### src/verilog/ecpp_cfg.svh
// offsets, field positions, reset values and constants of the parallel port
`ifndef ECPP_CFG_SVH
`define ECPP_CFG_SVH
`define ECPP_OFS_DATA      11'h000
`define ECPP_OFS_STATUS    11'h001
`define ECPP_OFS_CONTROL   11'h002
`define ECPP_OFS_FIFO      11'h400
`define ECPP_OFS_CFG_B     11'h401
`define ECPP_OFS_EXT_CTRL  11'h402
`define ECPP_CFG_A_VALUE   8'h10
`define ECPP_CTRL_STROBE   0
`define ECPP_CTRL_AUTOFD   1
`define ECPP_CTRL_INIT     2
`define ECPP_CTRL_SELIN    3
`define ECPP_CTRL_ACKIEN   4
`define ECPP_CTRL_DIR      5
`define ECPP_ECR_MODE_LO   5
`define ECPP_ECR_NERRIE    4
`define ECPP_ECR_DMAEN     3
`define ECPP_ECR_SVCINT    2
`define ECPP_ECR_RESET     8'h15
`define ECPP_FIFO_DEPTH    16
`endif

### src/verilog/ecpp_pkg.sv
// types shared by the parallel port files
package ecpp_pkg;
  typedef enum logic [2:0] {
    ECPP_MODE_STD  = 3'h0,
    ECPP_MODE_BIDI = 3'h1,
    ECPP_MODE_FIFO = 3'h2,
    ECPP_MODE_ECP  = 3'h3,
    ECPP_MODE_EPP  = 3'h4,
    ECPP_MODE_RSVD = 3'h5,
    ECPP_MODE_TEST = 3'h6,
    ECPP_MODE_CFG  = 3'h7
  } ecpp_mode_type;
  typedef enum logic [1:0] {
    ECPP_FW_IDLE,
    ECPP_FW_WAIT_BUSY,
    ECPP_FW_STROBE,
    ECPP_FW_RELEASE
  } ecpp_fwd_state_type;
  typedef enum logic [1:0] {
    ECPP_RV_IDLE,
    ECPP_RV_ACK_WAIT,
    ECPP_RV_ACK_DONE
  } ecpp_rev_state_type;
endpackage

### src/verilog/ecpp_buffer.sv
// small valid/ready fifo of flip-flops, parameterised width and depth
`include "ecpp_cfg.svh"
module ecpp_buffer #(
  parameter int WIDTH = 9,
  parameter int DEPTH = 2,
  parameter int AW    = 1
) (
  input  wire logic             core_clk,
  input  wire logic             rst_n,
  input  wire logic             clk_en,
  input  wire logic             flush,
  input  wire logic             in_valid,
  output logic                  in_ready,
  input  wire logic [WIDTH-1:0] in_data,
  output logic                  out_valid,
  input  wire logic             out_ready,
  output logic      [WIDTH-1:0] out_data,
  output logic      [AW:0]      level
);
  logic [WIDTH-1:0] mem_q [DEPTH];
  logic [AW-1:0]    rd_q;
  logic [AW-1:0]    wr_q;
  logic [AW:0]      cnt_q;
  logic             push;
  logic             pop;

  assign in_ready  = (cnt_q != (AW+1)'(DEPTH)) || pop;
  assign out_valid = cnt_q != '0;
  assign out_data  = mem_q[rd_q];
  assign level     = cnt_q;
  assign push      = in_valid && in_ready;
  assign pop       = out_valid && out_ready;

  always_ff @(posedge core_clk) begin
    if (clk_en && push) begin
      mem_q[wr_q] <= in_data;
    end
  end

  always_ff @(posedge core_clk) begin
    if (!rst_n || (clk_en && flush)) begin
      rd_q  <= '0;
      wr_q  <= '0;
      cnt_q <= '0;
    end else if (clk_en) begin
      if (push) begin
        wr_q <= (wr_q == AW'(DEPTH - 1)) ? '0 : wr_q + AW'(1);
      end
      if (pop) begin
        rd_q <= (rd_q == AW'(DEPTH - 1)) ? '0 : rd_q + AW'(1);
      end
      cnt_q <= cnt_q + (AW+1)'(push) - (AW+1)'(pop);
    end
  end
endmodule // ecpp_buffer

### src/verilog/ecpp_core.sv
// parallel port core: register map, forward/reverse handshakes, pins
`include "ecpp_cfg.svh"
module ecpp_core #(
  parameter logic [15:0] BASE_ADDR  = 16'h0378,
  parameter int          FIFO_DEPTH = `ECPP_FIFO_DEPTH,
  parameter logic [2:0]  IRQ_SEL    = 3'h0,
  parameter logic [2:0]  DMA_SEL    = 3'h0,
  parameter bit          EPP_ENABLE = 1'b0
) (
  input  wire logic        core_clk,
  input  wire logic        rst_n,
  input  wire logic        clk_en,
  input  wire logic [15:0] io_addr,
  input  wire logic        io_aen,
  input  wire logic        io_rd,
  input  wire logic        io_wr,
  input  wire logic [7:0]  io_wdata,
  output logic      [7:0]  io_rdata,
  output logic             io_rvalid,
  input  wire logic [7:0]  parallel_data_lines_in,
  output logic      [7:0]  parallel_data_lines_out,
  output logic             parallel_data_lines_oe_n,
  output logic             strobe_n,
  output logic             autofd_n,
  output logic             init_n,
  output logic             select_in_n,
  input  wire logic        ack_n_in,
  input  wire logic        busy_in,
  input  wire logic        perror_in,
  input  wire logic        select_in,
  input  wire logic        fault_n_in,
  output logic             error_irq
);
  localparam int FAW = $clog2(FIFO_DEPTH);

  // three-stage synchronisers on the cable inputs
  logic [4:0] sync1_q;
  logic [4:0] sync2_q;
  logic [4:0] sync3_q;
  logic [4:0] pin_q;
  logic [7:0] pd_s1_q;
  logic [7:0] pd_s2_q;
  logic [7:0] pd_s3_q;
  logic [7:0] pd_q;
  wire  [4:0] raw_in = {fault_n_in, select_in, perror_in, busy_in, ack_n_in};

  always_ff @(posedge core_clk) begin
    if (!rst_n) begin
      sync1_q <= 5'h1f;
      sync2_q <= 5'h1f;
      sync3_q <= 5'h1f;
      pin_q   <= 5'h1f;
      pd_s1_q <= 8'h00;
      pd_s2_q <= 8'h00;
      pd_s3_q <= 8'h00;
      pd_q    <= 8'h00;
    end else if (clk_en) begin
      sync1_q <= raw_in;
      sync2_q <= sync1_q;
      sync3_q <= sync2_q;
      pd_s1_q <= parallel_data_lines_in;
      pd_s2_q <= pd_s1_q;
      pd_s3_q <= pd_s2_q;
      for (int i = 0; i < 5; i++) begin
        if (sync2_q[i] == sync3_q[i]) begin
          pin_q[i] <= sync3_q[i];
        end
      end
      for (int i = 0; i < 8; i++) begin
        if (pd_s2_q[i] == pd_s3_q[i]) begin
          pd_q[i] <= pd_s3_q[i];
        end
      end
    end
  end

  wire ack_n   = pin_q[0];
  wire busy    = pin_q[1];
  wire perror  = pin_q[2];
  wire sel     = pin_q[3];
  wire fault_n = pin_q[4];

  // registers
  logic [7:0] data_q;
  logic [5:0] ctrl_q;
  logic [7:0] ecr_q;
  logic       fault_irq_q;
  logic       fault_n_d1_q;
  ecpp_pkg::ecpp_mode_type mode;

  assign mode = ecpp_pkg::ecpp_mode_type'(ecr_q[7:`ECPP_ECR_MODE_LO]);

  function automatic logic hit(input logic [15:0] a, input logic [10:0] ofs);
    hit = io_aen ? 1'b0 : (a == BASE_ADDR + {5'h00, ofs});
  endfunction

  wire acc_data = hit(io_addr, `ECPP_OFS_DATA);
  wire acc_stat = hit(io_addr, `ECPP_OFS_STATUS);
  wire acc_ctrl = hit(io_addr, `ECPP_OFS_CONTROL);
  wire acc_fifo = hit(io_addr, `ECPP_OFS_FIFO);
  wire acc_cfgb = hit(io_addr, `ECPP_OFS_CFG_B);
  wire acc_ecr  = hit(io_addr, `ECPP_OFS_EXT_CTRL);

  wire is_ecp     = mode == ecpp_pkg::ECPP_MODE_ECP;
  wire fixed_out  = mode == ecpp_pkg::ECPP_MODE_STD ||
                    mode == ecpp_pkg::ECPP_MODE_FIFO;
  wire dir_rev    = ctrl_q[`ECPP_CTRL_DIR] && !fixed_out;
  wire latch_mode = mode == ecpp_pkg::ECPP_MODE_STD ||
                    mode == ecpp_pkg::ECPP_MODE_BIDI ||
                    (mode == ecpp_pkg::ECPP_MODE_EPP && EPP_ENABLE);

  // shared fifo: tag bit 8 marks address/rle bytes going out, and holds busy on bytes coming in
  logic       fifo_in_valid;
  logic       fifo_in_ready;
  logic [8:0] fifo_in_data;
  logic       fifo_out_valid;
  logic       fifo_out_ready;
  logic [8:0] fifo_out_data;
  logic [FAW:0] fifo_level;
  logic       rev_push;
  logic       fw_pop;
  logic [7:0] last_rd_q;

  wire host_fifo_wr = io_wr && acc_fifo &&
                      (mode == ecpp_pkg::ECPP_MODE_FIFO ||
                       mode == ecpp_pkg::ECPP_MODE_TEST ||
                       (is_ecp && !dir_rev));
  wire host_afifo_wr = io_wr && acc_data && is_ecp && !dir_rev;
  wire host_fifo_rd  = io_rd && acc_fifo &&
                       (mode == ecpp_pkg::ECPP_MODE_TEST ||
                        (is_ecp && dir_rev));

  always_comb begin
    fifo_in_valid = host_fifo_wr || host_afifo_wr || rev_push;
    fifo_in_data  = rev_push ? {busy, pd_q}
                             : {host_afifo_wr, io_wdata};
    fifo_out_ready = host_fifo_rd || fw_pop;
  end

  ecpp_buffer #(
    .WIDTH (9),
    .DEPTH (FIFO_DEPTH),
    .AW    (FAW)
  ) u_fifo (
    .core_clk  (core_clk),
    .rst_n     (rst_n),
    .clk_en    (clk_en),
    .flush     (acc_ecr && io_wr),
    .in_valid  (fifo_in_valid),
    .in_ready  (fifo_in_ready),
    .in_data   (fifo_in_data),
    .out_valid (fifo_out_valid),
    .out_ready (fifo_out_ready),
    .out_data  (fifo_out_data),
    .level     (fifo_level)
  );

  wire fifo_full  = !fifo_in_ready || fifo_level == (FAW+1)'(FIFO_DEPTH);
  wire fifo_empty = !fifo_out_valid;

  always_ff @(posedge core_clk) begin
    if (!rst_n) begin
      data_q <= 8'h00;
      ctrl_q <= 6'h00;
      ecr_q  <= `ECPP_ECR_RESET;
    end else if (clk_en && io_wr) begin
      if (acc_data && latch_mode) begin
        data_q <= io_wdata;
      end
      if (acc_ctrl) begin
        ctrl_q <= io_wdata[5:0];
      end
      if (acc_ecr) begin
        ecr_q <= {io_wdata[7:2], ecr_q[1:0]};
      end
    end
  end

  always_ff @(posedge core_clk) begin
    if (!rst_n) begin
      last_rd_q <= 8'h00;
    end else if (clk_en && host_fifo_rd && fifo_out_valid) begin
      last_rd_q <= fifo_out_data[7:0];
    end
  end

  // read mux, answered one cycle after the strobe
  always_ff @(posedge core_clk) begin
    if (!rst_n) begin
      io_rdata  <= 8'h00;
      io_rvalid <= 1'b0;
    end else if (clk_en) begin
      io_rvalid <= io_rd && !io_aen;
      io_rdata  <= 8'h00;
      if (io_rd) begin
        if (acc_data && !is_ecp) begin
          io_rdata <= pd_q;
        end
        if (acc_stat) begin
          io_rdata <= {!busy, ack_n, perror, sel, fault_n, 3'h0};
        end
        if (acc_ctrl) begin
          io_rdata <= {2'h0, ctrl_q};
        end
        if (acc_fifo) begin
          if (mode == ecpp_pkg::ECPP_MODE_CFG) begin
            io_rdata <= `ECPP_CFG_A_VALUE;
          end else if (host_fifo_rd) begin
            io_rdata <= fifo_out_valid ? fifo_out_data[7:0] : last_rd_q;
          end
        end
        if (acc_cfgb && mode == ecpp_pkg::ECPP_MODE_CFG) begin
          io_rdata <= {1'b0, error_irq, IRQ_SEL, DMA_SEL};
        end
        if (acc_ecr) begin
          io_rdata <= {ecr_q[7:2], fifo_full, fifo_empty};
        end
      end
    end
  end

  // fault interrupt: falling edge, or unmask while asserted
  always_ff @(posedge core_clk) begin
    if (!rst_n) begin
      fault_n_d1_q <= 1'b1;
      fault_irq_q  <= 1'b0;
    end else if (clk_en) begin
      fault_n_d1_q <= fault_n;
      if (is_ecp && ((!ecr_q[`ECPP_ECR_NERRIE] && fault_n_d1_q && !fault_n) ||
          (acc_ecr && io_wr && ecr_q[`ECPP_ECR_NERRIE] && !fault_n &&
           !io_wdata[`ECPP_ECR_NERRIE]))) begin
        fault_irq_q <= 1'b1;
      end else begin
        fault_irq_q <= 1'b0;
      end
    end
  end
  assign error_irq = fault_irq_q;

  // forward engine: fifo mode and ecp forward
  ecpp_pkg::ecpp_fwd_state_type fw_q;
  logic [7:0] fw_byte_q;
  logic       fw_tag_q;
  logic       rev_req_q;
  wire fw_run = (mode == ecpp_pkg::ECPP_MODE_FIFO) || (is_ecp && !dir_rev);

  assign fw_pop = fw_q == ecpp_pkg::ECPP_FW_IDLE && fw_run && fifo_out_valid;

  always_ff @(posedge core_clk) begin
    if (!rst_n) begin
      fw_q      <= ecpp_pkg::ECPP_FW_IDLE;
      fw_byte_q <= 8'h00;
      fw_tag_q  <= 1'b0;
    end else if (clk_en) begin
      case (fw_q)
        ecpp_pkg::ECPP_FW_IDLE: begin
          if (fw_pop) begin
            fw_byte_q <= fifo_out_data[7:0];
            fw_tag_q  <= fifo_out_data[8];
            fw_q      <= ecpp_pkg::ECPP_FW_WAIT_BUSY;
          end
        end
        ecpp_pkg::ECPP_FW_WAIT_BUSY: begin
          if (!busy) begin
            fw_q <= ecpp_pkg::ECPP_FW_STROBE;
          end
        end
        ecpp_pkg::ECPP_FW_STROBE: begin
          if (busy) begin
            fw_q <= ecpp_pkg::ECPP_FW_RELEASE;
          end
        end
        ecpp_pkg::ECPP_FW_RELEASE: begin
          if (!busy || !fw_run) begin
            fw_q <= ecpp_pkg::ECPP_FW_IDLE;
          end
        end
        default: fw_q <= ecpp_pkg::ECPP_FW_IDLE;
      endcase
    end
  end

  // reverse engine: host ack requests, nack marks data
  ecpp_pkg::ecpp_rev_state_type rv_q;
  wire rev_ok = is_ecp && dir_rev && !perror;

  assign rev_push = rv_q == ecpp_pkg::ECPP_RV_ACK_WAIT && !ack_n &&
                    fifo_in_ready && !host_fifo_wr && !host_afifo_wr;

  always_ff @(posedge core_clk) begin
    if (!rst_n) begin
      rv_q <= ecpp_pkg::ECPP_RV_IDLE;
    end else if (clk_en) begin
      case (rv_q)
        ecpp_pkg::ECPP_RV_IDLE: begin
          if (rev_ok && fifo_in_ready) begin
            rv_q <= ecpp_pkg::ECPP_RV_ACK_WAIT;
          end
        end
        ecpp_pkg::ECPP_RV_ACK_WAIT: begin
          if (rev_push) begin
            rv_q <= ecpp_pkg::ECPP_RV_ACK_DONE;
          end else if (!rev_ok) begin
            rv_q <= ecpp_pkg::ECPP_RV_IDLE;
          end
        end
        ecpp_pkg::ECPP_RV_ACK_DONE: begin
          if (ack_n) begin
            rv_q <= ecpp_pkg::ECPP_RV_IDLE;
          end
        end
        default: rv_q <= ecpp_pkg::ECPP_RV_IDLE;
      endcase
    end
  end

  always_ff @(posedge core_clk) begin
    if (!rst_n) begin
      rev_req_q <= 1'b0;
    end else if (clk_en) begin
      rev_req_q <= is_ecp && dir_rev;
    end
  end

  // pin drivers
  always_comb begin
    strobe_n    = !ctrl_q[`ECPP_CTRL_STROBE];
    autofd_n    = !ctrl_q[`ECPP_CTRL_AUTOFD];
    init_n      = ctrl_q[`ECPP_CTRL_INIT];
    select_in_n = !ctrl_q[`ECPP_CTRL_SELIN];
    parallel_data_lines_out  = data_q;
    parallel_data_lines_oe_n = dir_rev;
    if (mode == ecpp_pkg::ECPP_MODE_FIFO) begin
      strobe_n = fw_q != ecpp_pkg::ECPP_FW_STROBE;
      parallel_data_lines_out = fw_byte_q;
    end else if (mode == ecpp_pkg::ECPP_MODE_TEST) begin
      parallel_data_lines_out = fifo_out_data[7:0];
    end else if (is_ecp) begin
      select_in_n = 1'b1;
      init_n      = !rev_req_q;
      if (dir_rev) begin
        strobe_n = 1'b1;
        autofd_n = rv_q != ecpp_pkg::ECPP_RV_ACK_WAIT;
        parallel_data_lines_oe_n = 1'b1;
      end else begin
        strobe_n = fw_q != ecpp_pkg::ECPP_FW_STROBE;
        autofd_n = !fw_tag_q;
        parallel_data_lines_out  = fw_byte_q;
        parallel_data_lines_oe_n = !perror;
      end
    end
  end
endmodule // ecpp_core

### config.mk
export PLATFORM = sky130hd
export DESIGN_NAME = ecpp_core
export DESIGN_NICKNAME = d
export VERILOG_FILES = /design/src/verilog/ecpp_pkg.sv /design/src/verilog/ecpp_buffer.sv /design/src/verilog/ecpp_core.sv
export VERILOG_INCLUDE_DIRS = /design/src /design/src/verilog
export SDC_FILE = /design/constraint.sdc
export NUM_CORES = 1
export LEC_CHECK = 0
export ABC_CLOCK_PERIOD_IN_PS = 3100
export BUFFER_PORTS_ARGS = -buffer_cell sky130_fd_sc_hd__buf_2
export CAP_MARGIN = 20
export CORE_ASPECT_RATIO = 0.6
export CORE_UTILIZATION = 55
export CTS_CLUSTER_SIZE = 8
export DETAILED_ROUTE_END_ITERATION = 6
export GPL_ROUTABILITY_DRIVEN = 0
export HOLD_SLACK_MARGIN = 0.1
export PLACE_DENSITY = 0.85
export SLEW_MARGIN = 20
export SYNTH_ARGS = -nofsm -noshare
export SYNTH_HDL_FRONTEND = slang
export SYNTH_SLANG_ARGS = --single-unit
### constraint.sdc
create_clock -name core_clk -period 3.1 [get_ports core_clk]
set_input_delay 0.31 -clock core_clk [delete_from_list [all_inputs] [get_ports core_clk]]
set_output_delay 0.31 -clock core_clk [all_outputs]
set_load 0.01 [all_outputs]
==> reports/qor.txt <==
commonest non-fill, non-tap cells in the layout -> edfxtp_1 (144), dfxtp_1 (121), nand2_1 (99), mux2i_1 (85), buf_4 (68)
Async S/R FF share, synth -> 0%
Startpoint Class -> input pin
Max-Slew Margin vs Limit -> 50.8%
final worst setup slack -> 0.118 ns
clk sinks -> 266
Clock Latency Late Sink -> 0.51 ns
Diodes inserted -> 0
final worst path period share -> 96.2%
worst-path maximum fanout -> 3
final WL -> 31,200 um
outcome -> completed
Die ar. -> 22,000 um2
mapped cell area -> 11,800 um2
DP Worst Slack -> -0.139 ns
vias in the first global route -> 8,271
initial DRC count -> 1,450
Int Power -> 6.17 mW
routing usage on met1 -> 43.7%
Final Hold Vio Count -> 0
Period minus WS final -> 2.98 ns
Mapped Avg Cell Area -> 12.4 um2
Max clock buf depth -> 3
synthesized instance count -> 949
switching power total -> 1.67 mW
Worst Hold Path Cells -> 3
number of H-tree levels -> 2
max frequency -> 0.335 GHz
Synth cell types -> 72
post-DR wirelength/cell -> 22.4 um
hpwl dp -> 20,800 um
Rows -> 40
Final #Nets -> 1,163
worst setup path startpoint -> io_aen
layout cells sized above 1 -> 23.1%
Crit path arrival time -> 3.37 ns
Setup Skew -> 0.0259 ns
clock share of power -> 47.6%
TritonCTS Buffers -> 39
initial core utilization -> 57.4%
CP peak stage delay -> 0.58 ns
Reg clk slew, reported paths -> 0.05 ns
Mapped Nets -> 1,008
sequential fraction of design power -> 47.9%
# port buffers -> 65
met3 usage -> 8.39%
Hold Crit Start -> parallel_data_lines_in[6]
commonest non-fill, non-tap cell in the layout -> edfxtp_1
routed vias/inst -> 6.24
peak supply drop -> 565 uV
Crit path required time -> 3.49 ns
sw frac -> 21.3%
CP delay by family, top -> simple AND/OR/NAND/NOR gates
first-pass GRT wire length -> 47,300 um
Reg2Reg Setup Slack -> 0.26 ns
crit path cell chain -> dlygate4sd3_1 -> buf_2 -> nand4bb_1 -> or3_1 -> or4_4 -> a21oi_4 -> ha_4 -> fa_2 -> a21oi_2 -> o21bai_1 -> xnor2_1 -> nand2_1 -> xor2_1 -> nor2_1
max_cap viols -> 0
Slew Viols, Final -> 0
Synth Register Bits -> 266
drt pass-1 iters -> 6
clk root buf -> clkbuf_16
type of the worst setup path -> input pin to register
initial antenna violation count -> 0
Hold Path Class -> input pin to register
Comb pwr share -> 4.4%
Detail Route Antenna Nets -> 0
top_reg_cell synth -> edfxtp_1
Area Growth Syn to Fin -> 21.9%
grt total ovfl -> 0
Reg2Reg Depth -> 14
setup violators final -> 0
slowest cell on the critical path -> or4_4
Die Wd -> 191 um
# DRC -> 0
core area -> 20,500 um2
Hold WS -> 0.0942 ns
Post-synth EDFFs -> 144
gr busiest metal -> met1
Synth warnings -> 0
final core utilization -> 70.0%
nature of the critical path endpoint -> register
Lkg Pwr -> 5.26 nW
Critical R2R Capture -> u_fifo.level[4]
Slew @ Worst Pin -> 0.719 ns
FF-to-FF Start -> u_fifo.level[3]
via count -> 8,704
PD cells -> 547 nW/um2
CTS tree -> yes
io pins -> 66
Worst Path Buf+Inv -> 2
Final Power -> 7.83 mW
sequential share of the synthesized area -> 57.6%
largest net degree at the start of global routing -> 61
Total GRT Usage -> 28.8%
FILL cells -> 1,311
Die Y -> 115 um
Hold EP -> pd_s1_q[6]
met2 GRT Util -> 40.1%
==> per-layer routing <==
metal,wire (um),share of wire [%]
met1,13500,43
met2,12800,41
met3,4170,13
met4,715,2.3
met5,0,0
==> repair_timing <==
item | CTS | global route
pin swaps | 0 | 1
resized for setup | 3 | 11
gates cloned | 0 | 0
endpoints found under the setup margin | 4 | 4
hold buffers | 13 | 0
endpoints found under the hold margin | 13 | 0
buffers inserted | 0 | 2
==> final cells by class <==
| cell class | instances | area, um2 | area share, % |
|---|---|---|---|
| sequential | 266 | 6770 | 47.3 |
| multi-input combinational | 612 | 4760 | 33.2 |
| timing repair buffer | 163 | 1310 | 9.16 |
| clock buffer | 57 | 1040 | 7.28 |
| tap | 273 | 342 | 2.38 |
| inverter | 22 | 82.6 | 0.576 |
| clock inverter | 2 | 17.5 | 0.122 |
==> synthesized netlist by cell type, drive strengths merged (5+ instances only) <==
library cell | number | area, um2
a221oi | 5 | 43.8
mux2 | 15 | 169
and2 | 8 | 50.1
a21oi | 38 | 190
edfxtp | 144 | 4320
nor2 | 36 | 135
clkbuf | 31 | 116
nand4 | 8 | 50.1
or2 | 7 | 46.3
o22ai | 16 | 100
nand2b | 10 | 62.6
inv | 21 | 78.8
dfxtp | 122 | 2440
a21boi | 17 | 128
mux4 | 35 | 788
nand3b | 7 | 52.6
and3 | 19 | 119
ha | 15 | 188
buf | 18 | 90.1
o21ai | 42 | 210
nor3 | 7 | 46.3
mux2i | 85 | 851
nor2b | 50 | 313
nand2 | 100 | 375
a21o | 12 | 90.1
or3 | 5 | 31.3
nand3 | 12 | 60.1
a31oi | 5 | 31.3
==> power groups by stage <==
stage | clock network (mW) | logic, mW | registers [mW]
after floorplan | 0 | 0.176 | 3.82
after global placement | 0 | 0.302 | 3.82
after detailed placement | 0 | 0.311 | 3.82
after CTS | 3.78 | 0.326 | 3.75
after global routing | 3.94 | 0.361 | 3.75
final | 3.73 | 0.345 | 3.75
==> cells by family (layout without fill, tap and decap cells) <==
kind of cell               Yosys count  in the layout  share of synthesized area, %
AOI/OAI and AO/OA                  170            170                          9.49
xor gates and xnor gates             5              5                         0.373
adders and majority gates           16             16                          1.77
buffers and inverters               71            244                          2.46
DFF                                266            266                          57.6
muxes                              135            135                          15.4
and+or+nand+nor                    286            286                          12.9
==> flip-flops by register name, indices dropped and copies added (netlist names), 2 cells and up, named ones only <==
name / count
ctrl_q: 6
data_q: 8
ecr_q: 6
fw_byte_q: 8
fw_q: 2
io_rdata: 8
last_rd_q: 8
pd_q: 8
pd_s1_q: 8
pd_s2_q: 8
pd_s3_q: 8
pin_q: 5
rv_q: 2
sync1_q: 5
sync2_q: 5
sync3_q: 5
u_fifo.level: 5
u_fifo.mem_q: 144
u_fifo.rd_q: 4
u_fifo.wr_q: 4
==> worst max path at each step <==
stage / endpoint / slack [ns] / cells after the start
final: u_fifo.level[4] / 0.12 / 14
after detailed placement: u_fifo.level[4] / -0.14 / 13
after CTS: u_fifo.level[4] / 0.03 / 14
after global routing: u_fifo.level[4] / -0.02 / 18
after floorplan: u_fifo.level[4] / -0.03 / 15
after global placement: u_fifo.level[4] / -0.05 / 13
==> through the flow <==
stage,setup TNS (ns),instance area (um2),instances
final,0,14300,1395
after global routing,-0.0208,14300,1395
after CTS,0,14300,1393
after detailed placement,-0.139,13100,1321
after global placement,-0.0489,13100,1321
after floorplan,-0.0267,11800,949
==> worst register-to-register path: cells and delay by family, from the launching register on <==
kind / cells / cell delay [ns]
xor+xnor: 2 / 0.29
fa+ha+maj: 3 / 0.76
simple gates: 3 / 0.51
buf+inv: 1 / 0.10
compound gates: 5 / 0.74
flops: 1 / 0.33
No activity file was read; power rests on OpenSTA's default activity.
